$ cat config.mk
export PLATFORM = sky130hd
export DESIGN_NAME = wor_option_regs
export DESIGN_NICKNAME = d
export VERILOG_FILES = /design/src/logic/wor_option_regs.v
export VERILOG_INCLUDE_DIRS = /design/src /design/src/logic
export SDC_FILE = /design/constraint.sdc
export NUM_CORES = 1
export LEC_CHECK = 0
export BUFFER_PORTS_ARGS = -buffer_cell sky130_fd_sc_hd__clkbuf_2
export CORE_MARGIN = 2
export CORE_UTILIZATION = 45
export DETAILED_ROUTE_END_ITERATION = 12
export GPL_TIMING_DRIVEN = 0
export MAX_ROUTING_LAYER = met4
export PLACE_DENSITY = 0.76
export SLEW_MARGIN = 0
export SYNTH_ARGS = -nofsm -noshare
export SYNTH_HDL_FRONTEND = slang
export SYNTH_SLANG_ARGS = --single-unit
$ cat constraint.sdc
create_clock -name clk_sys_i -period 5.55 [get_ports clk_sys_i]
set_input_delay 0.8325 -clock clk_sys_i [delete_from_list [all_inputs] [get_ports clk_sys_i]]
set_output_delay 0.8325 -clock clk_sys_i [all_outputs]
set_load 0.01 [all_outputs]
$ cat src/logic/wor_map.vh
// Constants for the write-once system option register block.
// Assumes an 8-bit register port with 16-bit byte addresses.
`ifndef WOR_MAP_VH
`define WOR_MAP_VH

// ****************************************************************
// Register addresses
// ****************************************************************
`define WOR_ADDR_SECONDARY 16'h001e
`define WOR_ADDR_PRIMARY 16'h001f
`define WOR_ADDR_STATUS 16'h0020

// ****************************************************************
// Field positions, primary options
// ****************************************************************
`define WOR_P_PERIOD_SELECT 7
`define WOR_P_UV_STOP_ENABLE 6
`define WOR_P_UV_RESET_DISABLE 5
`define WOR_P_UV_POWER_DISABLE 4
`define WOR_P_TRIP_LEVEL_SELECT 3
`define WOR_P_SHORT_RECOVERY 2
`define WOR_P_STOP_ENABLE 1
`define WOR_P_WATCHDOG_DISABLE 0

// ****************************************************************
// Field positions, secondary options
// ****************************************************************
`define WOR_S_IRQ_PULLUP_DISABLE 7
`define WOR_S_IRQ_FUNCTION_ENABLE 6
`define WOR_S_OSC_SOURCE_BIT1 4
`define WOR_S_OSC_SOURCE_BIT0 3
`define WOR_S_RESET_PIN_ENABLE 0

// Bits that stay writable after the lock, primary register
`define WOR_P_ALWAYS_MASK 8'h28
// Bits implemented in the secondary register
`define WOR_S_USED_MASK 8'hd9

// ****************************************************************
// Reset values
// ****************************************************************
`define WOR_PRIMARY_RESET 8'h00
`define WOR_SECONDARY_RESET 8'h00
`define WOR_READ_IDLE 8'h00

// ****************************************************************
// Oscillator source codes
// ****************************************************************
`define WOR_OSC_INTERNAL 2'b00
`define WOR_OSC_EXT_CLOCK 2'b01
`define WOR_OSC_EXT_RC 2'b10
`define WOR_OSC_EXT_XTAL 2'b11

// ****************************************************************
// Timing counts in oscillator cycles
// ****************************************************************
`define WOR_WDOG_SHORT 19'h01ff0
`define WOR_WDOG_LONG 19'h3fff0
`define WOR_WAKE_SHORT 15'h0200
`define WOR_WAKE_LONG 15'h4000
`define WOR_RECOVERY_SHORT 13'h0020
`define WOR_RECOVERY_LONG 13'h1000

`endif

$ cat src/logic/wor_option_regs.v
// Write-once system option registers with decoded option outputs.
// Assumes clk_sys_i is the oscillator clock, reset_i is raised by every
// reset source and por_reset_i only by power-on reset.
// stop_exit_uv_i is read together with stop_exit_i; monitor_trip_i is
// asynchronous and is synchronised here before use.
//
// Summary of operation
// - Only first write per register after reset is taken whole; later ones change only the bits below.
// - Trip level and undervoltage reset disable bits are always writable.
// - Registers sit at two consecutive byte addresses, always readable.
// - Any reset clears option bits except those kept over non-power-on reset.
// - Reset pin enable bit is cleared by power-on reset only.
// - Trip level select bit is cleared by power-on reset only.
// - Pullup disable bit one disconnects the interrupt pin pullup.
// - Interrupt function bit one activates the interrupt pin function.
// - Oscillator field: 00 internal, 01 clock, 10 RC, 11 crystal.
// - Reset pin bit one activates the reset pin function.
// - Outside stop, period select picks watchdog timeout length.
// - In stop, period select picks the auto wakeup period.
// - Stop enable keeps monitor running in stop unless powered down.
// - Reset disable bit one blocks monitor resets.
// - Power disable bit one powers down the undervoltage monitor.
// - Trip select one picks warning level, zero picks reset level.
// - Short recovery bit selects 32 rather than 4096 cycle stop exit.
// - Stop exit by monitor reset always uses the long delay.
// - Stop enable zero makes the stop instruction an illegal opcode.
// - Watchdog disable bit one turns the watchdog off.
`timescale 1ns/10ps
`include "wor_map.vh"

module wor_option_regs
(
   input wire clk_sys_i,
   input wire reset_i,
   input wire por_reset_i,
   // Register port
   input wire [15:0] reg_addr_i,
   input wire [7:0] reg_wdata_i,
   input wire reg_write_i,
   input wire reg_read_i,
   output reg [7:0] reg_rdata_o,
   // Core status
   input wire stop_mode_i,
   input wire stop_request_i,
   input wire stop_exit_i,
   input wire stop_exit_uv_i,
   input wire monitor_trip_i,
   // Option outputs
   output wire irq_pullup_enable_o,
   output wire irq_function_enable_o,
   output wire osc_internal_o,
   output wire osc_ext_clock_o,
   output wire osc_ext_rc_o,
   output wire osc_ext_xtal_o,
   output wire reset_pin_function_enable_o,
   output wire [18:0] watchdog_timeout_o,
   output wire [14:0] wakeup_period_o,
   output wire watchdog_enable_o,
   output wire monitor_power_enable_o,
   output wire monitor_stop_active_o,
   output wire trip_level_select_o,
   output reg undervoltage_reset_o,
   output wire stop_legal_o,
   output reg stop_illegal_o,
   output wire recovery_busy_o,
   output reg recovery_done_o
);

   // ****************************************************************
   // Storage
   // ****************************************************************
   reg [7:0] primary_reset_bits;
   reg [7:0] secondary_reset_bits;
   reg trip_level_select;
   reg reset_pin_function_enable;
   reg primary_locked;
   reg secondary_locked;
   reg trip_meta;
   reg trip_sync;
   reg [12:0] recovery_count;
   reg recovery_active;
   wire [7:0] system_options_primary;
   wire [7:0] system_options_secondary;
   wire wr_primary;
   wire wr_secondary;
   wire [12:0] recovery_length;
   reg [7:0] next_primary;
   reg [7:0] next_secondary;
   reg [7:0] next_rdata;
   wire [1:0] osc_source;

   // Address decode for writes
   assign wr_primary = reg_write_i & (reg_addr_i == `WOR_ADDR_PRIMARY);
   assign wr_secondary = reg_write_i & (reg_addr_i == `WOR_ADDR_SECONDARY);

   // Assemble register images from reset-class storage
   assign system_options_primary =
      {primary_reset_bits[7:4], trip_level_select, primary_reset_bits[2:0]};
   assign system_options_secondary =
      {secondary_reset_bits[7:1], reset_pin_function_enable};

   // ****************************************************************
   // Write-once lock flags
   // ****************************************************************
   // lock on write
   always @(posedge clk_sys_i or posedge reset_i)
   begin
      if (reset_i)
      begin
         primary_locked <= 1'b0;
         secondary_locked <= 1'b0;
      end
      else
      begin
         if (wr_primary)
            primary_locked <= 1'b1;
         if (wr_secondary)
            secondary_locked <= 1'b1;
      end
   end

   // ****************************************************************
   // Write merge under the lock
   // ****************************************************************
   // lock write merge
   always @*
   begin
      next_primary = primary_reset_bits;
      next_secondary = secondary_reset_bits;
      if (wr_primary)
      begin
         if (primary_locked)
            next_primary = (primary_reset_bits & ~`WOR_P_ALWAYS_MASK) |
               (reg_wdata_i & `WOR_P_ALWAYS_MASK);
         else
            next_primary = reg_wdata_i;
      end
      if (wr_secondary && !secondary_locked)
         next_secondary = reg_wdata_i & `WOR_S_USED_MASK;
   end

   // ****************************************************************
   // Bits cleared by every reset
   // ****************************************************************
   // clear on reset
   always @(posedge clk_sys_i or posedge reset_i)
   begin
      if (reset_i)
      begin
         primary_reset_bits <= `WOR_PRIMARY_RESET;
         secondary_reset_bits <= `WOR_SECONDARY_RESET;
      end
      else
      begin
         primary_reset_bits <= next_primary;
         secondary_reset_bits <= next_secondary;
      end
   end

   // ****************************************************************
   // Bits cleared only by power-on reset
   // ****************************************************************
   // power-on clear only
   always @(posedge clk_sys_i or posedge por_reset_i)
   begin
      if (por_reset_i)
         trip_level_select <= 1'b0;
      else if (wr_primary)
         trip_level_select <= reg_wdata_i[`WOR_P_TRIP_LEVEL_SELECT];
   end

   always @(posedge clk_sys_i or posedge por_reset_i)
   begin
      if (por_reset_i)
         reset_pin_function_enable <= 1'b0;
      // write-once, lock cleared by any reset
      else if (wr_secondary && !secondary_locked)
         reset_pin_function_enable <=
            reg_wdata_i[`WOR_S_RESET_PIN_ENABLE];
   end

   // ****************************************************************
   // Read port
   // ****************************************************************
   // read any time
   always @*
   begin
      case (reg_addr_i)
         `WOR_ADDR_PRIMARY: next_rdata = system_options_primary;
         `WOR_ADDR_SECONDARY: next_rdata = system_options_secondary;
         `WOR_ADDR_STATUS:
            next_rdata = {5'h00, recovery_active, secondary_locked,
               primary_locked};
         default: next_rdata = `WOR_READ_IDLE;
      endcase
   end

   // Read data stand one cycle after the strobe, idle otherwise
   always @(posedge clk_sys_i or posedge reset_i)
   begin
      if (reset_i)
         reg_rdata_o <= `WOR_READ_IDLE;
      else if (reg_read_i)
         reg_rdata_o <= next_rdata;
      else
         reg_rdata_o <= `WOR_READ_IDLE;
   end

   // ****************************************************************
   // Interrupt pin, oscillator and reset pin options
   // ****************************************************************
   // pullup control
   assign irq_pullup_enable_o =
      ~system_options_secondary[`WOR_S_IRQ_PULLUP_DISABLE];
   assign irq_function_enable_o =
      system_options_secondary[`WOR_S_IRQ_FUNCTION_ENABLE];
   // Oscillator source field gathered from its two bit positions
   assign osc_source = {system_options_secondary[`WOR_S_OSC_SOURCE_BIT1],
      system_options_secondary[`WOR_S_OSC_SOURCE_BIT0]};
   wor_code_match #(.MATCH_CODE(`WOR_OSC_INTERNAL)) match_internal
   (
      .code_i(osc_source),
      .match_o(osc_internal_o)
   );
   wor_code_match #(.MATCH_CODE(`WOR_OSC_EXT_CLOCK)) match_ext_clock
   (
      .code_i(osc_source),
      .match_o(osc_ext_clock_o)
   );
   wor_code_match #(.MATCH_CODE(`WOR_OSC_EXT_RC)) match_ext_rc
   (
      .code_i(osc_source),
      .match_o(osc_ext_rc_o)
   );
   wor_code_match #(.MATCH_CODE(`WOR_OSC_EXT_XTAL)) match_ext_xtal
   (
      .code_i(osc_source),
      .match_o(osc_ext_xtal_o)
   );
   assign reset_pin_function_enable_o = reset_pin_function_enable;

   // ****************************************************************
   // Watchdog and wakeup periods
   // ****************************************************************
   // watchdog timeout
   assign watchdog_timeout_o =
      system_options_primary[`WOR_P_PERIOD_SELECT] ?
      `WOR_WDOG_SHORT : `WOR_WDOG_LONG;
   assign wakeup_period_o =
      system_options_primary[`WOR_P_PERIOD_SELECT] ?
      `WOR_WAKE_SHORT : `WOR_WAKE_LONG;
   assign watchdog_enable_o =
      ~system_options_primary[`WOR_P_WATCHDOG_DISABLE];

   // ****************************************************************
   // Undervoltage monitor control
   // ****************************************************************
   // monitor power
   assign monitor_power_enable_o =
      ~system_options_primary[`WOR_P_UV_POWER_DISABLE];
   assign monitor_stop_active_o = monitor_power_enable_o & stop_mode_i &
      system_options_primary[`WOR_P_UV_STOP_ENABLE];
   assign trip_level_select_o = trip_level_select;

   // Trip input comes from the analog monitor, synchronise it
   always @(posedge clk_sys_i or posedge reset_i)
   begin
      if (reset_i)
      begin
         trip_meta <= 1'b0;
         trip_sync <= 1'b0;
      end
      else
      begin
         trip_meta <= monitor_trip_i;
         trip_sync <= trip_meta;
      end
   end

   always @(posedge clk_sys_i or posedge reset_i)
   begin
      if (reset_i)
         undervoltage_reset_o <= 1'b0;
      else
         undervoltage_reset_o <= trip_sync & monitor_power_enable_o &
            ~system_options_primary[`WOR_P_UV_RESET_DISABLE];
   end

   // ****************************************************************
   // Stop instruction legality
   // ****************************************************************
   // stop enable
   assign stop_legal_o = system_options_primary[`WOR_P_STOP_ENABLE];

   always @(posedge clk_sys_i or posedge reset_i)
   begin
      if (reset_i)
         stop_illegal_o <= 1'b0;
      else
         stop_illegal_o <= stop_request_i & ~stop_legal_o;
   end

   // ****************************************************************
   // Stop recovery delay
   // ****************************************************************
   // recovery length choice
   assign recovery_length =
      (system_options_primary[`WOR_P_SHORT_RECOVERY] && !stop_exit_uv_i) ?
      `WOR_RECOVERY_SHORT : `WOR_RECOVERY_LONG;
   assign recovery_busy_o = recovery_active;

   // Counts down the delay and pulses done at its end
   always @(posedge clk_sys_i or posedge reset_i)
   begin
      if (reset_i)
      begin
         recovery_active <= 1'b0;
         recovery_count <= 13'h0000;
         recovery_done_o <= 1'b0;
      end
      else
      begin
         recovery_done_o <= 1'b0;
         if (stop_exit_i && !recovery_active)
         begin
            recovery_active <= 1'b1;
            recovery_count <= recovery_length - 13'h0001;
         end
         else if (recovery_active)
         begin
            if (recovery_count == 13'h0000)
            begin
               recovery_active <= 1'b0;
               recovery_done_o <= 1'b1;
            end
            else
               recovery_count <= recovery_count - 13'h0001;
         end
      end
   end

endmodule // wor_option_regs

// ****************************************************************
// Two-bit code comparator, one per decoded option value
// ****************************************************************
module wor_code_match
#(
   parameter [1:0] MATCH_CODE = 2'b00
)
(
   input wire [1:0] code_i,
   output wire match_o
);

   // High while the field holds this instance's code
   assign match_o = (code_i == MATCH_CODE);

endmodule // wor_code_match

==> impl_metrics.json, run 1 <==
{
  "status": "complete, no violations",
  "grt_pass1_wl_um": 7031,
  "via_count": 1685,
  "setup_viol": 0,
  "slew_headroom_pct": 46.47,
  "critPathKind": "input port to flop",
  "clkSinkCount": 42,
  "final_nets": 332,
  "busiest_layer": "met2",
  "period_share_pct": 45.98,
  "io_pins": 92,
  "initial_core_util_pct": 46.13,
  "num_rows": 25,
  "seqPwrFrac_pct": 50.1,
  "rr_worst_depth": 5,
  "antenna_found_initial": 0,
  "synthTopCellsByArea": "dfrtp_1, buf_4, mux2_2",
  "slowest_stage": "or4_1",
  "synth_top_cell_area_share_pct": 48.55,
  "synthArstFlopShare_pct": 100.0,
  "areaGrowthSynthToFinish_pct": 27.28,
  "coreArea_um2": 4692,
  "grt_max_degree": 41,
  "postSynthAreaPerCell_um2": 10.72,
  "ys_seq_area_share_pct": 48.55,
  "synth-seq-cells": 42,
  "cts_buffers": 5,
  "r2r-end": "recovery_count[9]$_DFFE_PP0P_",
  "drive_gt1_share_pct": 41.81,
  "slew_violations": 0,
  "use_met2_pct": 28.23,
  "tightest_slew_ns": 0.8018,
  "p_leak_nw": 1.408,
  "dpl.cell_count": 345,
  "final_hold_viol_count": 0,
  "drt-wirelength-per-cell_um": 12.16,
  "switching_share_pct": 27.30,
  "drt_wl_total_um": 4293,
  "r2r-start": "recovery_count[2]$_DFFE_PP0P_",
  "grt_overflow_total": 0,
  "clk_latency_ns": 0.29,
  "p_sw_mw": 0.2041,
  "dieArea_um2": 5381,
  "die_width_um": 73.36,
  "crit_chain": "clkbuf_2 > or4_1 > nor4_4 > nand4_1 > mux2_1",
  "cts_tree": "yes",
  "antenna_left": 0,
  "cp_max_fo": 6,
  "synthCells": 202,
  "route.detailed.drc": 0,
  "htree_levels": 2,
  "dr.first_iter.drc_count": 100,
  "p_int_mw": 0.5434,
  "peakVddDrop_uv": 162.5,
  "grtUsageMet3_pct": 6.310,
  "pre_cts_slack_ns": 2.680,
  "min_path_type": "input port to asynchronous set/reset pin",
  "worstPathArrival_ns": 2.73,
  "timing.final.ws_setup_ns": 2.998,
  "synth.distinct_cells": 46,
  "fin_util_pct": 58.72,
  "hpwl_um": 3276,
  "p_clk_share_pct": 31.3,
  "hold-worst-slack_ns": 0.3619,
  "path_clk_slew_ns": 0.08,
  "use_met1_pct": 21.17,
  "dr.pass1.iters": 4,
  "fin_skew_ns": 0.004639,
  "reg2reg_slack_ns": 3.43,
  "grt_use_total_pct": 17.81,
  "p_comb_share_pct": 18.6,
  "setup_tns_ns": 0,
  "diodes": 0,
  "gp_congestion": 0.7693,
  "clockBufferDepth": 2,
  "synth_warnings": 0,
  "drv_cap": 0,
  "nFillCells": 413,
  "fp.dieH_um": 73.36,
  "via_per_inst": 4.773,
  "synth_top_area_cell": "dfrtp_1",
  "grt_pass1_vias": 1533,
  "cts_hold_buf": 0,
  "min_period_ns": 2.552,
  "cpPeakStageDelay_ns": 0.56,
  "synth_flop_cell": "dfrtp_1",
  "synth_edf_count": 0,
  "netlist_area_um2": 2165,
  "powerDensity_nw_per_um2": 271.3,
  "cp.required_ns": 5.73,
  "cts_setup_buffers": 0,
  "startpoint_type": "input port",
  "end_kind": "flop",
  "instances_no_fill": 353,
  "portBuffers": 64,
  "cts_root_buf": "clkbuf_8",
  "rsz0062_at_grt": "no",
  "max_clock_freq_mhz": 391.8,
  "ctsResizeCount": 0
}
[layout by cell type (no fill, tap or decap), types with 6 or more instances in the layout]
| master | instances |
|---|---|
| nor2_1 | 14 |
| clkbuf_2 | 64 |
| buf_4 | 33 |
| conb_1 | 27 |
| mux2_2 | 13 |
| mux2i_1 | 6 |
| dfrtp_1 | 42 |
| nor3_1 | 7 |
| nand2_1 | 10 |
| inv_1 | 6 |
[how the worst max path moves through the flow]
stage                               from                                 to  cells past startpoint
after floorplan           reg_addr_i[11]  primary_reset_bits[7]$_DFFE_PP0P_                      4
after detailed placement  reg_addr_i[11]  primary_reset_bits[7]$_DFFE_PP0P_                      5
after CTS                 reg_addr_i[11]  primary_reset_bits[7]$_DFFE_PP0P_                      5
after global placement    reg_addr_i[11]  primary_reset_bits[7]$_DFFE_PP0P_                      5
after global routing      reg_addr_i[11]  primary_reset_bits[7]$_DFFE_PP0P_                      5
final                     reg_addr_i[11]  primary_reset_bits[7]$_DFFE_PP0P_                      5
[worst max-delay path: cells and delay by family]
| kind | cells | cell delay [ns] |
|---|---|---|
| AND/OR/NAND/NOR | 3 | 1.38 |
| multiplexers | 1 | 0.45 |
| buffers and inverters | 1 | 0.08 |
[stage by stage]
step / cell area, um2 / power, mW
2_1_floorplan: 2258 / 0.4819
3_3_place_gp: 2646 / 0.5130
3_5_place_dp: 2646 / 0.5192
4_1_cts: 2755 / 0.7551
5_1_grt: 2755 / 0.7949
6_report: 2755 / 0.7475
[metal layers]
metal | wire, um | vias up
li1 | - | 847
met1 | 1749 | 782
met2 | 2223 | 54
met3 | 298 | 2
met4 | 21 | 0
met5 | 0 | -
[power by group through the flow]
stage | clock network, mW | registers, mW | logic [mW]
floorplan | 0 | 0.371 | 0.111
global placement | 0 | 0.377 | 0.136
detailed placement | 0 | 0.380 | 0.139
CTS | 0.241 | 0.374 | 0.140
global route | 0.258 | 0.380 | 0.157
finish | 0.234 | 0.375 | 0.139
[cells by family (layout without fill, tap and decap cells)]
| logic type | Yosys count | after routing | synth area share, % |
|---|---|---|---|
| flops | 42 | 42 | 48.56 |
| other cells | 2 | 27 | 0.3470 |
| simple gates | 67 | 67 | 17.86 |
| buf+inv | 45 | 117 | 13.64 |
| compound gates | 24 | 24 | 8.729 |
| xor+xnor | 2 | 2 | 0.8094 |
| mux | 20 | 20 | 10.06 |
[cell type report]
type / instances / area [um2] / area share (%)
flip-flops and latches: 42 / 1051 / 38.15
repair buffers: 64 / 320.3 / 11.63
clock buffers: 5 / 68.82 / 2.498
inverters: 7 / 26.28 / 0.9537
well taps: 54 / 67.56 / 2.452
plain buffers: 38 / 269.0 / 9.764
clock inverters: 3 / 40.04 / 1.453
multi-input cells: 140 / 912.1 / 33.11
[synth_stat cells, types with 2 or more instances]
library cell,number
o32a_1,2
conb_1,2
mux2_2,13
or4_1,4
a211oi_1,2
o2bb2ai_1,3
o311a_1,2
inv_1,7
buf_2,2
nand3_1,2
and3_1,3
or3_1,2
a2bb2oi_1,2
a31oi_1,2
dfrtp_1,42
clkbuf_1,2
buf_4,33
nor2b_1,5
nor4_1,5
mux2i_1,6
nand4_1,3
o21ai_0,2
nand2_1,10
a21oi_1,3
nor2_1,14
nor3_1,7
and2_1,3
[registers in the layout, summed over array words and instances, names as in the netlist, 4 cells and up]
signal / flops
secondary_reset_bits: 4
reg_rdata_o: 8
recovery_count: 13
primary_reset_bits: 7
Note: power is estimated with default switching activity, not from simulation.
==> inputs of run 2 (changes only) <==
clock period = 2.4 ns   (was 5.55 ns; I/O delays follow)
==> impl_metrics.json, run 2 (synthesis gave the netlist of run 1 again) <==
{
  "layout_commonest_cell": "clkbuf_2",
  "largest_register_ffs": 13,
  "rsz0062_at_grt": "no",
  "r2r-end": "recovery_count[9]$_DFFE_PP0P_",
  "areaGrowthSynthToFinish_pct": 27.75,
  "p_int_mw": 1.258,
  "final_hold_viol_count": 0,
  "critPathKind": "flop to flop",
  "setup_viol": 0,
  "clockBufferDepth": 2,
  "dr.first_iter.drc_count": 89,
  "reg2reg_slack_ns": 0.28,
  "fp.dieH_um": 73.36,
  "switching_share_pct": 27.35,
  "drive_gt1_share_pct": 41.67,
  "top_register": "recovery_count",
  "route.detailed.drc": 0,
  "cp_max_fo": 7,
  "period_share_pct": 88.39,
  "fin_skew_ns": 0.006747,
  "tightest_slew_ns": 0.8121,
  "drv_cap": 0,
  "end_kind": "flop",
  "powerDensity_nw_per_um2": 626.1,
  "initial_core_util_pct": 46.13,
  "cp.required_ns": 2.60,
  "status": "complete, no violations",
  "drt_wl_total_um": 4307,
  "max_clock_freq_mhz": 471.4,
  "worstPathArrival_ns": 2.32,
  "peakVddDrop_uv": 375.8,
  "startpoint_type": "flop",
  "slew_violations": 0,
  "p_clk_share_pct": 31.3,
  "timing.final.ws_setup_ns": 0.2786,
  "cts_root_buf": "clkbuf_8",
  "p_sw_mw": 0.4734,
  "final_nets": 333,
  "top_regs": "recovery_count x13, reg_rdata_o x8, primary_reset_bits x7",
  "min_path_type": "input port to flop",
  "rr_worst_depth": 5,
  "antenna_found_initial": 0,
  "dieArea_um2": 5381,
  "drt-wirelength-per-cell_um": 12.17,
  "grt_overflow_total": 0,
  "p_comb_share_pct": 18.7,
  "grt_use_total_pct": 17.81,
  "min_period_ns": 2.121,
  "cts_buffers": 5,
  "cts_setup_buffers": 0,
  "die_width_um": 73.36,
  "htree_levels": 2,
  "via_count": 1662,
  "num_rows": 25,
  "diodes": 0,
  "antenna_left": 0,
  "p_leak_nw": 1.413,
  "cts_tree": "yes",
  "path_clk_slew_ns": 0.08,
  "hpwl_um": 3276,
  "grt_pass1_vias": 1533,
  "final_cell_mix": "clkbuf_2, dfrtp_1, buf_4",
  "critPathCapture": "recovery_count[9]$_DFFE_PP0P_",
  "gp_congestion": 0.7693,
  "clkSinkCount": 42,
  "coreArea_um2": 4692,
  "seqPwrFrac_pct": 50.1,
  "io_pins": 92,
  "grt_pass1_wl_um": 7031,
  "startpoint": "recovery_count[2]$_DFFE_PP0P_",
  "hold-worst-slack_ns": 0.1646,
  "dr.pass1.iters": 4,
  "portBuffers": 64,
  "setup_tns_ns": 0,
  "grt_max_degree": 41,
  "pre_cts_slack_ns": 0.002340,
  "r2r-start": "recovery_count[2]$_DFFE_PP0P_",
  "clk_latency_ns": 0.29,
  "slew_headroom_pct": 45.78,
  "via_per_inst": 4.695
}
[run 2: cell types whose count changed in the layout (fill, tap and decap cells not counted)]
cell / previous run / this run
dlygate4sd3_1: 0 / 1
[run 2: worst max-delay path, cell delays in order (launching register included)]
cell and delay (ns):
dfrtp_1 0.43, or4_1 0.51, buf_2 0.18, or3_4 0.38, or3_1 0.34, a211oi_1 0.20
[run 2: through the flow]
stage / utilization [%] / power, mW / cells / instance area (um2)
2_1_floorplan: - / 1.114 / 227 / 2258
3_3_place_gp: 56.40 / 1.186 / 345 / 2646
3_5_place_dp: 56.40 / 1.201 / 345 / 2646
4_1_cts: 58.93 / 1.747 / 354 / 2765
5_1_grt: 58.93 / 1.840 / 354 / 2765
6_report: 58.93 / 1.731 / 354 / 2765
[run 2: worst min path at each step]
stage                   start                                      end  slack [ns]  cells past startpoint
6_report       monitor_trip_i                      trip_meta$_DFF_PP0_        0.16                      1
5_1_grt        monitor_trip_i                      trip_meta$_DFF_PP0_        0.15                      1
4_1_cts        monitor_trip_i                      trip_meta$_DFF_PP0_        0.15                      1
3_3_place_gp      por_reset_i          trip_level_select_o$_DFFE_PP0P_        0.19                      2
3_5_place_dp      por_reset_i  reset_pin_function_enable_o$_DFFE_PP0P_        0.20                      2
2_1_floorplan     por_reset_i  reset_pin_function_enable_o$_DFFE_PP0P_        0.10                      1
[run 2: what timing repair did]
action	4_1_cts	5_1_grt
resized for setup	0	0
endpoints found under the hold margin	2	0
hold buffers	1	0
endpoints found under the setup margin	0	0
[run 2: metal layers]
layer	GRT usage [%]	up-vias	wire length (um)
li1	-	848	-
met1	21.17	762	1821
met2	28.23	48	2181
met3	6.310	4	273
met4	6.061	0	30
met5	-	-	0
[run 2: layout make-up]
type | count | area, um2
Sequential cell | 42 | 1051
Multi-Input combinational cell | 140 | 912.1
Timing Repair Buffer | 65 | 330.3
Clock inverter | 3 | 40.04
Buffer | 38 | 269.0
Fill cell | 411 | 1927
Clock buffer | 5 | 68.82
Tap cell | 54 | 67.56
Inverter | 7 | 26.28
[run 2: power groups by stage]
stage	logic, mW	clock network, mW	registers, mW
after floorplan	0.257	0	0.858
after detailed placement	0.322	0	0.878
final	0.324	0.541	0.867
after global placement	0.314	0	0.872
after global routing	0.365	0.597	0.878
after CTS	0.325	0.558	0.864
==> inputs of run 3 (changes only) <==
CORE_UTILIZATION = 40   (was 45)
PLACE_DENSITY = 0.69   (was 0.76)
==> impl_metrics.json, run 3 (synthesis gave the netlist of run 1 again) <==
{
  "pre_cts_slack_ns": 0.01511,
  "antenna_found_initial": 0,
  "htree_levels": 2,
  "diodes": 0,
  "die_width_um": 77.56,
  "peakVddDrop_uv": 453.9,
  "via_per_inst": 4.527,
  "min_period_ns": 2.146,
  "io_pins": 92,
  "portBuffers": 64,
  "largest_register_ffs": 13,
  "drv_cap": 0,
  "place_area_um2": 2666,
  "power_mw": 1.645,
  "p_leak_nw": 1.395,
  "status": "complete, no violations",
  "top_regs": "recovery_count x13, reg_rdata_o x8, primary_reset_bits x7",
  "areaGrowthSynthToFinish_pct": 27.92,
  "min_path_type": "input port to flop",
  "coreArea_um2": 5172,
  "via_count": 1675,
  "slew_violations": 0,
  "slew_headroom_pct": 45.69,
  "final_nets": 333,
  "rr_worst_depth": 5,
  "grt_overflow_total": 0,
  "grt_pass1_wl_um": 7307,
  "period_share_pct": 89.44,
  "grt_max_degree": 41,
  "drive_gt1_share_pct": 41.67,
  "fp.dieH_um": 77.56,
  "cts_buffers": 5,
  "dr.pass1.iters": 4,
  "antenna_left": 0,
  "cp_max_fo": 7,
  "critPathKind": "flop to flop",
  "final_cell_mix": "clkbuf_2, dfrtp_1, buf_4",
  "layout_commonest_cell": "clkbuf_2",
  "nFillCells": 462,
  "drt_wl_total_um": 4159,
  "instances_no_fill": 370,
  "worstPathArrival_ns": 2.35,
  "tightest_slew_ns": 0.8135,
  "route.detailed.drc": 0,
  "dr.first_iter.drc_count": 47,
  "cts_tree": "yes",
  "dpl.cell_count": 361,
  "setup_viol": 0,
  "rsz0062_at_grt": "no",
  "worstHoldPathCells": 1,
  "startpoint_type": "flop",
  "cp.required_ns": 2.60,
  "grt_use_total_pct": 15.66,
  "dieArea_um2": 6016,
  "cts_root_buf": "clkbuf_8",
  "drt-wirelength-per-cell_um": 11.24,
  "powerDensity_nw_per_um2": 594.0,
  "fin_area_um2": 2769,
  "grt_pass1_vias": 1614,
  "hpwl_um": 3240,
  "max_clock_freq_mhz": 465.9,
  "initial_core_util_pct": 41.85,
  "top_register": "recovery_count",
  "clockBufferDepth": 2,
  "fin_skew_ns": 0.007280,
  "timing.final.ws_setup_ns": 0.2536,
  "clkSinkCount": 42,
  "end_kind": "flop",
  "path_clk_slew_ns": 0.08,
  "num_rows": 26,
  "final_hold_viol_count": 0,
  "clk_latency_ns": 0.29,
  "gp_congestion": 0.7967
}
[run 3: layer usage]
layer	up-vias	wire length, um	part of all wire [%]	GRT usage [%]
met5	-	0	0	-
met4	0	61	1.5	6.250
met3	6	206	5.0	4.070
met2	42	1996	48	25.30
met1	774	1896	46	18.78
li1	853	-	-	-
[run 3: cell type report]
class / instances / area, um2 / area share (%)
plain buffers: 38 / 269.0 / 9.715
clock buffers: 5 / 68.82 / 2.485
clock inverters: 3 / 23.77 / 0.8586
inverters: 7 / 26.28 / 0.9489
multi-input cells: 140 / 912.1 / 32.94
flip-flops and latches: 42 / 1051 / 37.96
well taps: 70 / 87.58 / 3.163
repair buffers: 65 / 330.3 / 11.93
[run 3: worst paths after layout]
kind | to | startpoint | slack (ns)
max reg2reg | recovery_count[9]$_DFFE_PP0P_ | recovery_count[2]$_DFFE_PP0P_ | 0.25
max | recovery_count[9]$_DFFE_PP0P_ | recovery_count[2]$_DFFE_PP0P_ | 0.25
min | trip_meta$_DFF_PP0_ | monitor_trip_i | 0.17
min reg2reg | trip_sync$_DFF_PP0_ | trip_meta$_DFF_PP0_ | 0.36
max in group asynchronous | recovery_count[6]$_DFFE_PP0P_ | reset_i | 1.68
min in group asynchronous | reg_rdata_o[7]$_DFF_PP0_ | reset_i | 0.20
[run 3: stage by stage]
stage          setup TNS [ns]  util (%)  hold slack, ns
3_5_place_dp                0     51.55          0.1993
3_3_place_gp        -0.005902     51.55          0.1945
5_1_grt                     0     53.53          0.1534
2_1_floorplan               0         -          0.1012
4_1_cts                     0     53.53          0.1545
6_report                    0     53.53          0.1665
[run 3: worst max-delay path: stages (launching register included)]
cell	delay, ns
dfrtp_1	0.43
or4_1	0.51
buf_2	0.17
or3_4	0.39
or3_1	0.34
a211oi_1	0.22
[run 3: report_power, final]
group	switching, mW	internal [mW]	leakage (nW)
sequential	0.0828	0.780	0.536
combinational	0.150	0.172	0.818
clock	0.252	0.208	0.0408
total	0.485	1.16	1.40
[run 3: what timing repair did]
item,in CTS,in global routing
resized for setup,0,0
buffers inserted,0,0
hold buffers,1,0
endpoints found under the hold margin,2,0
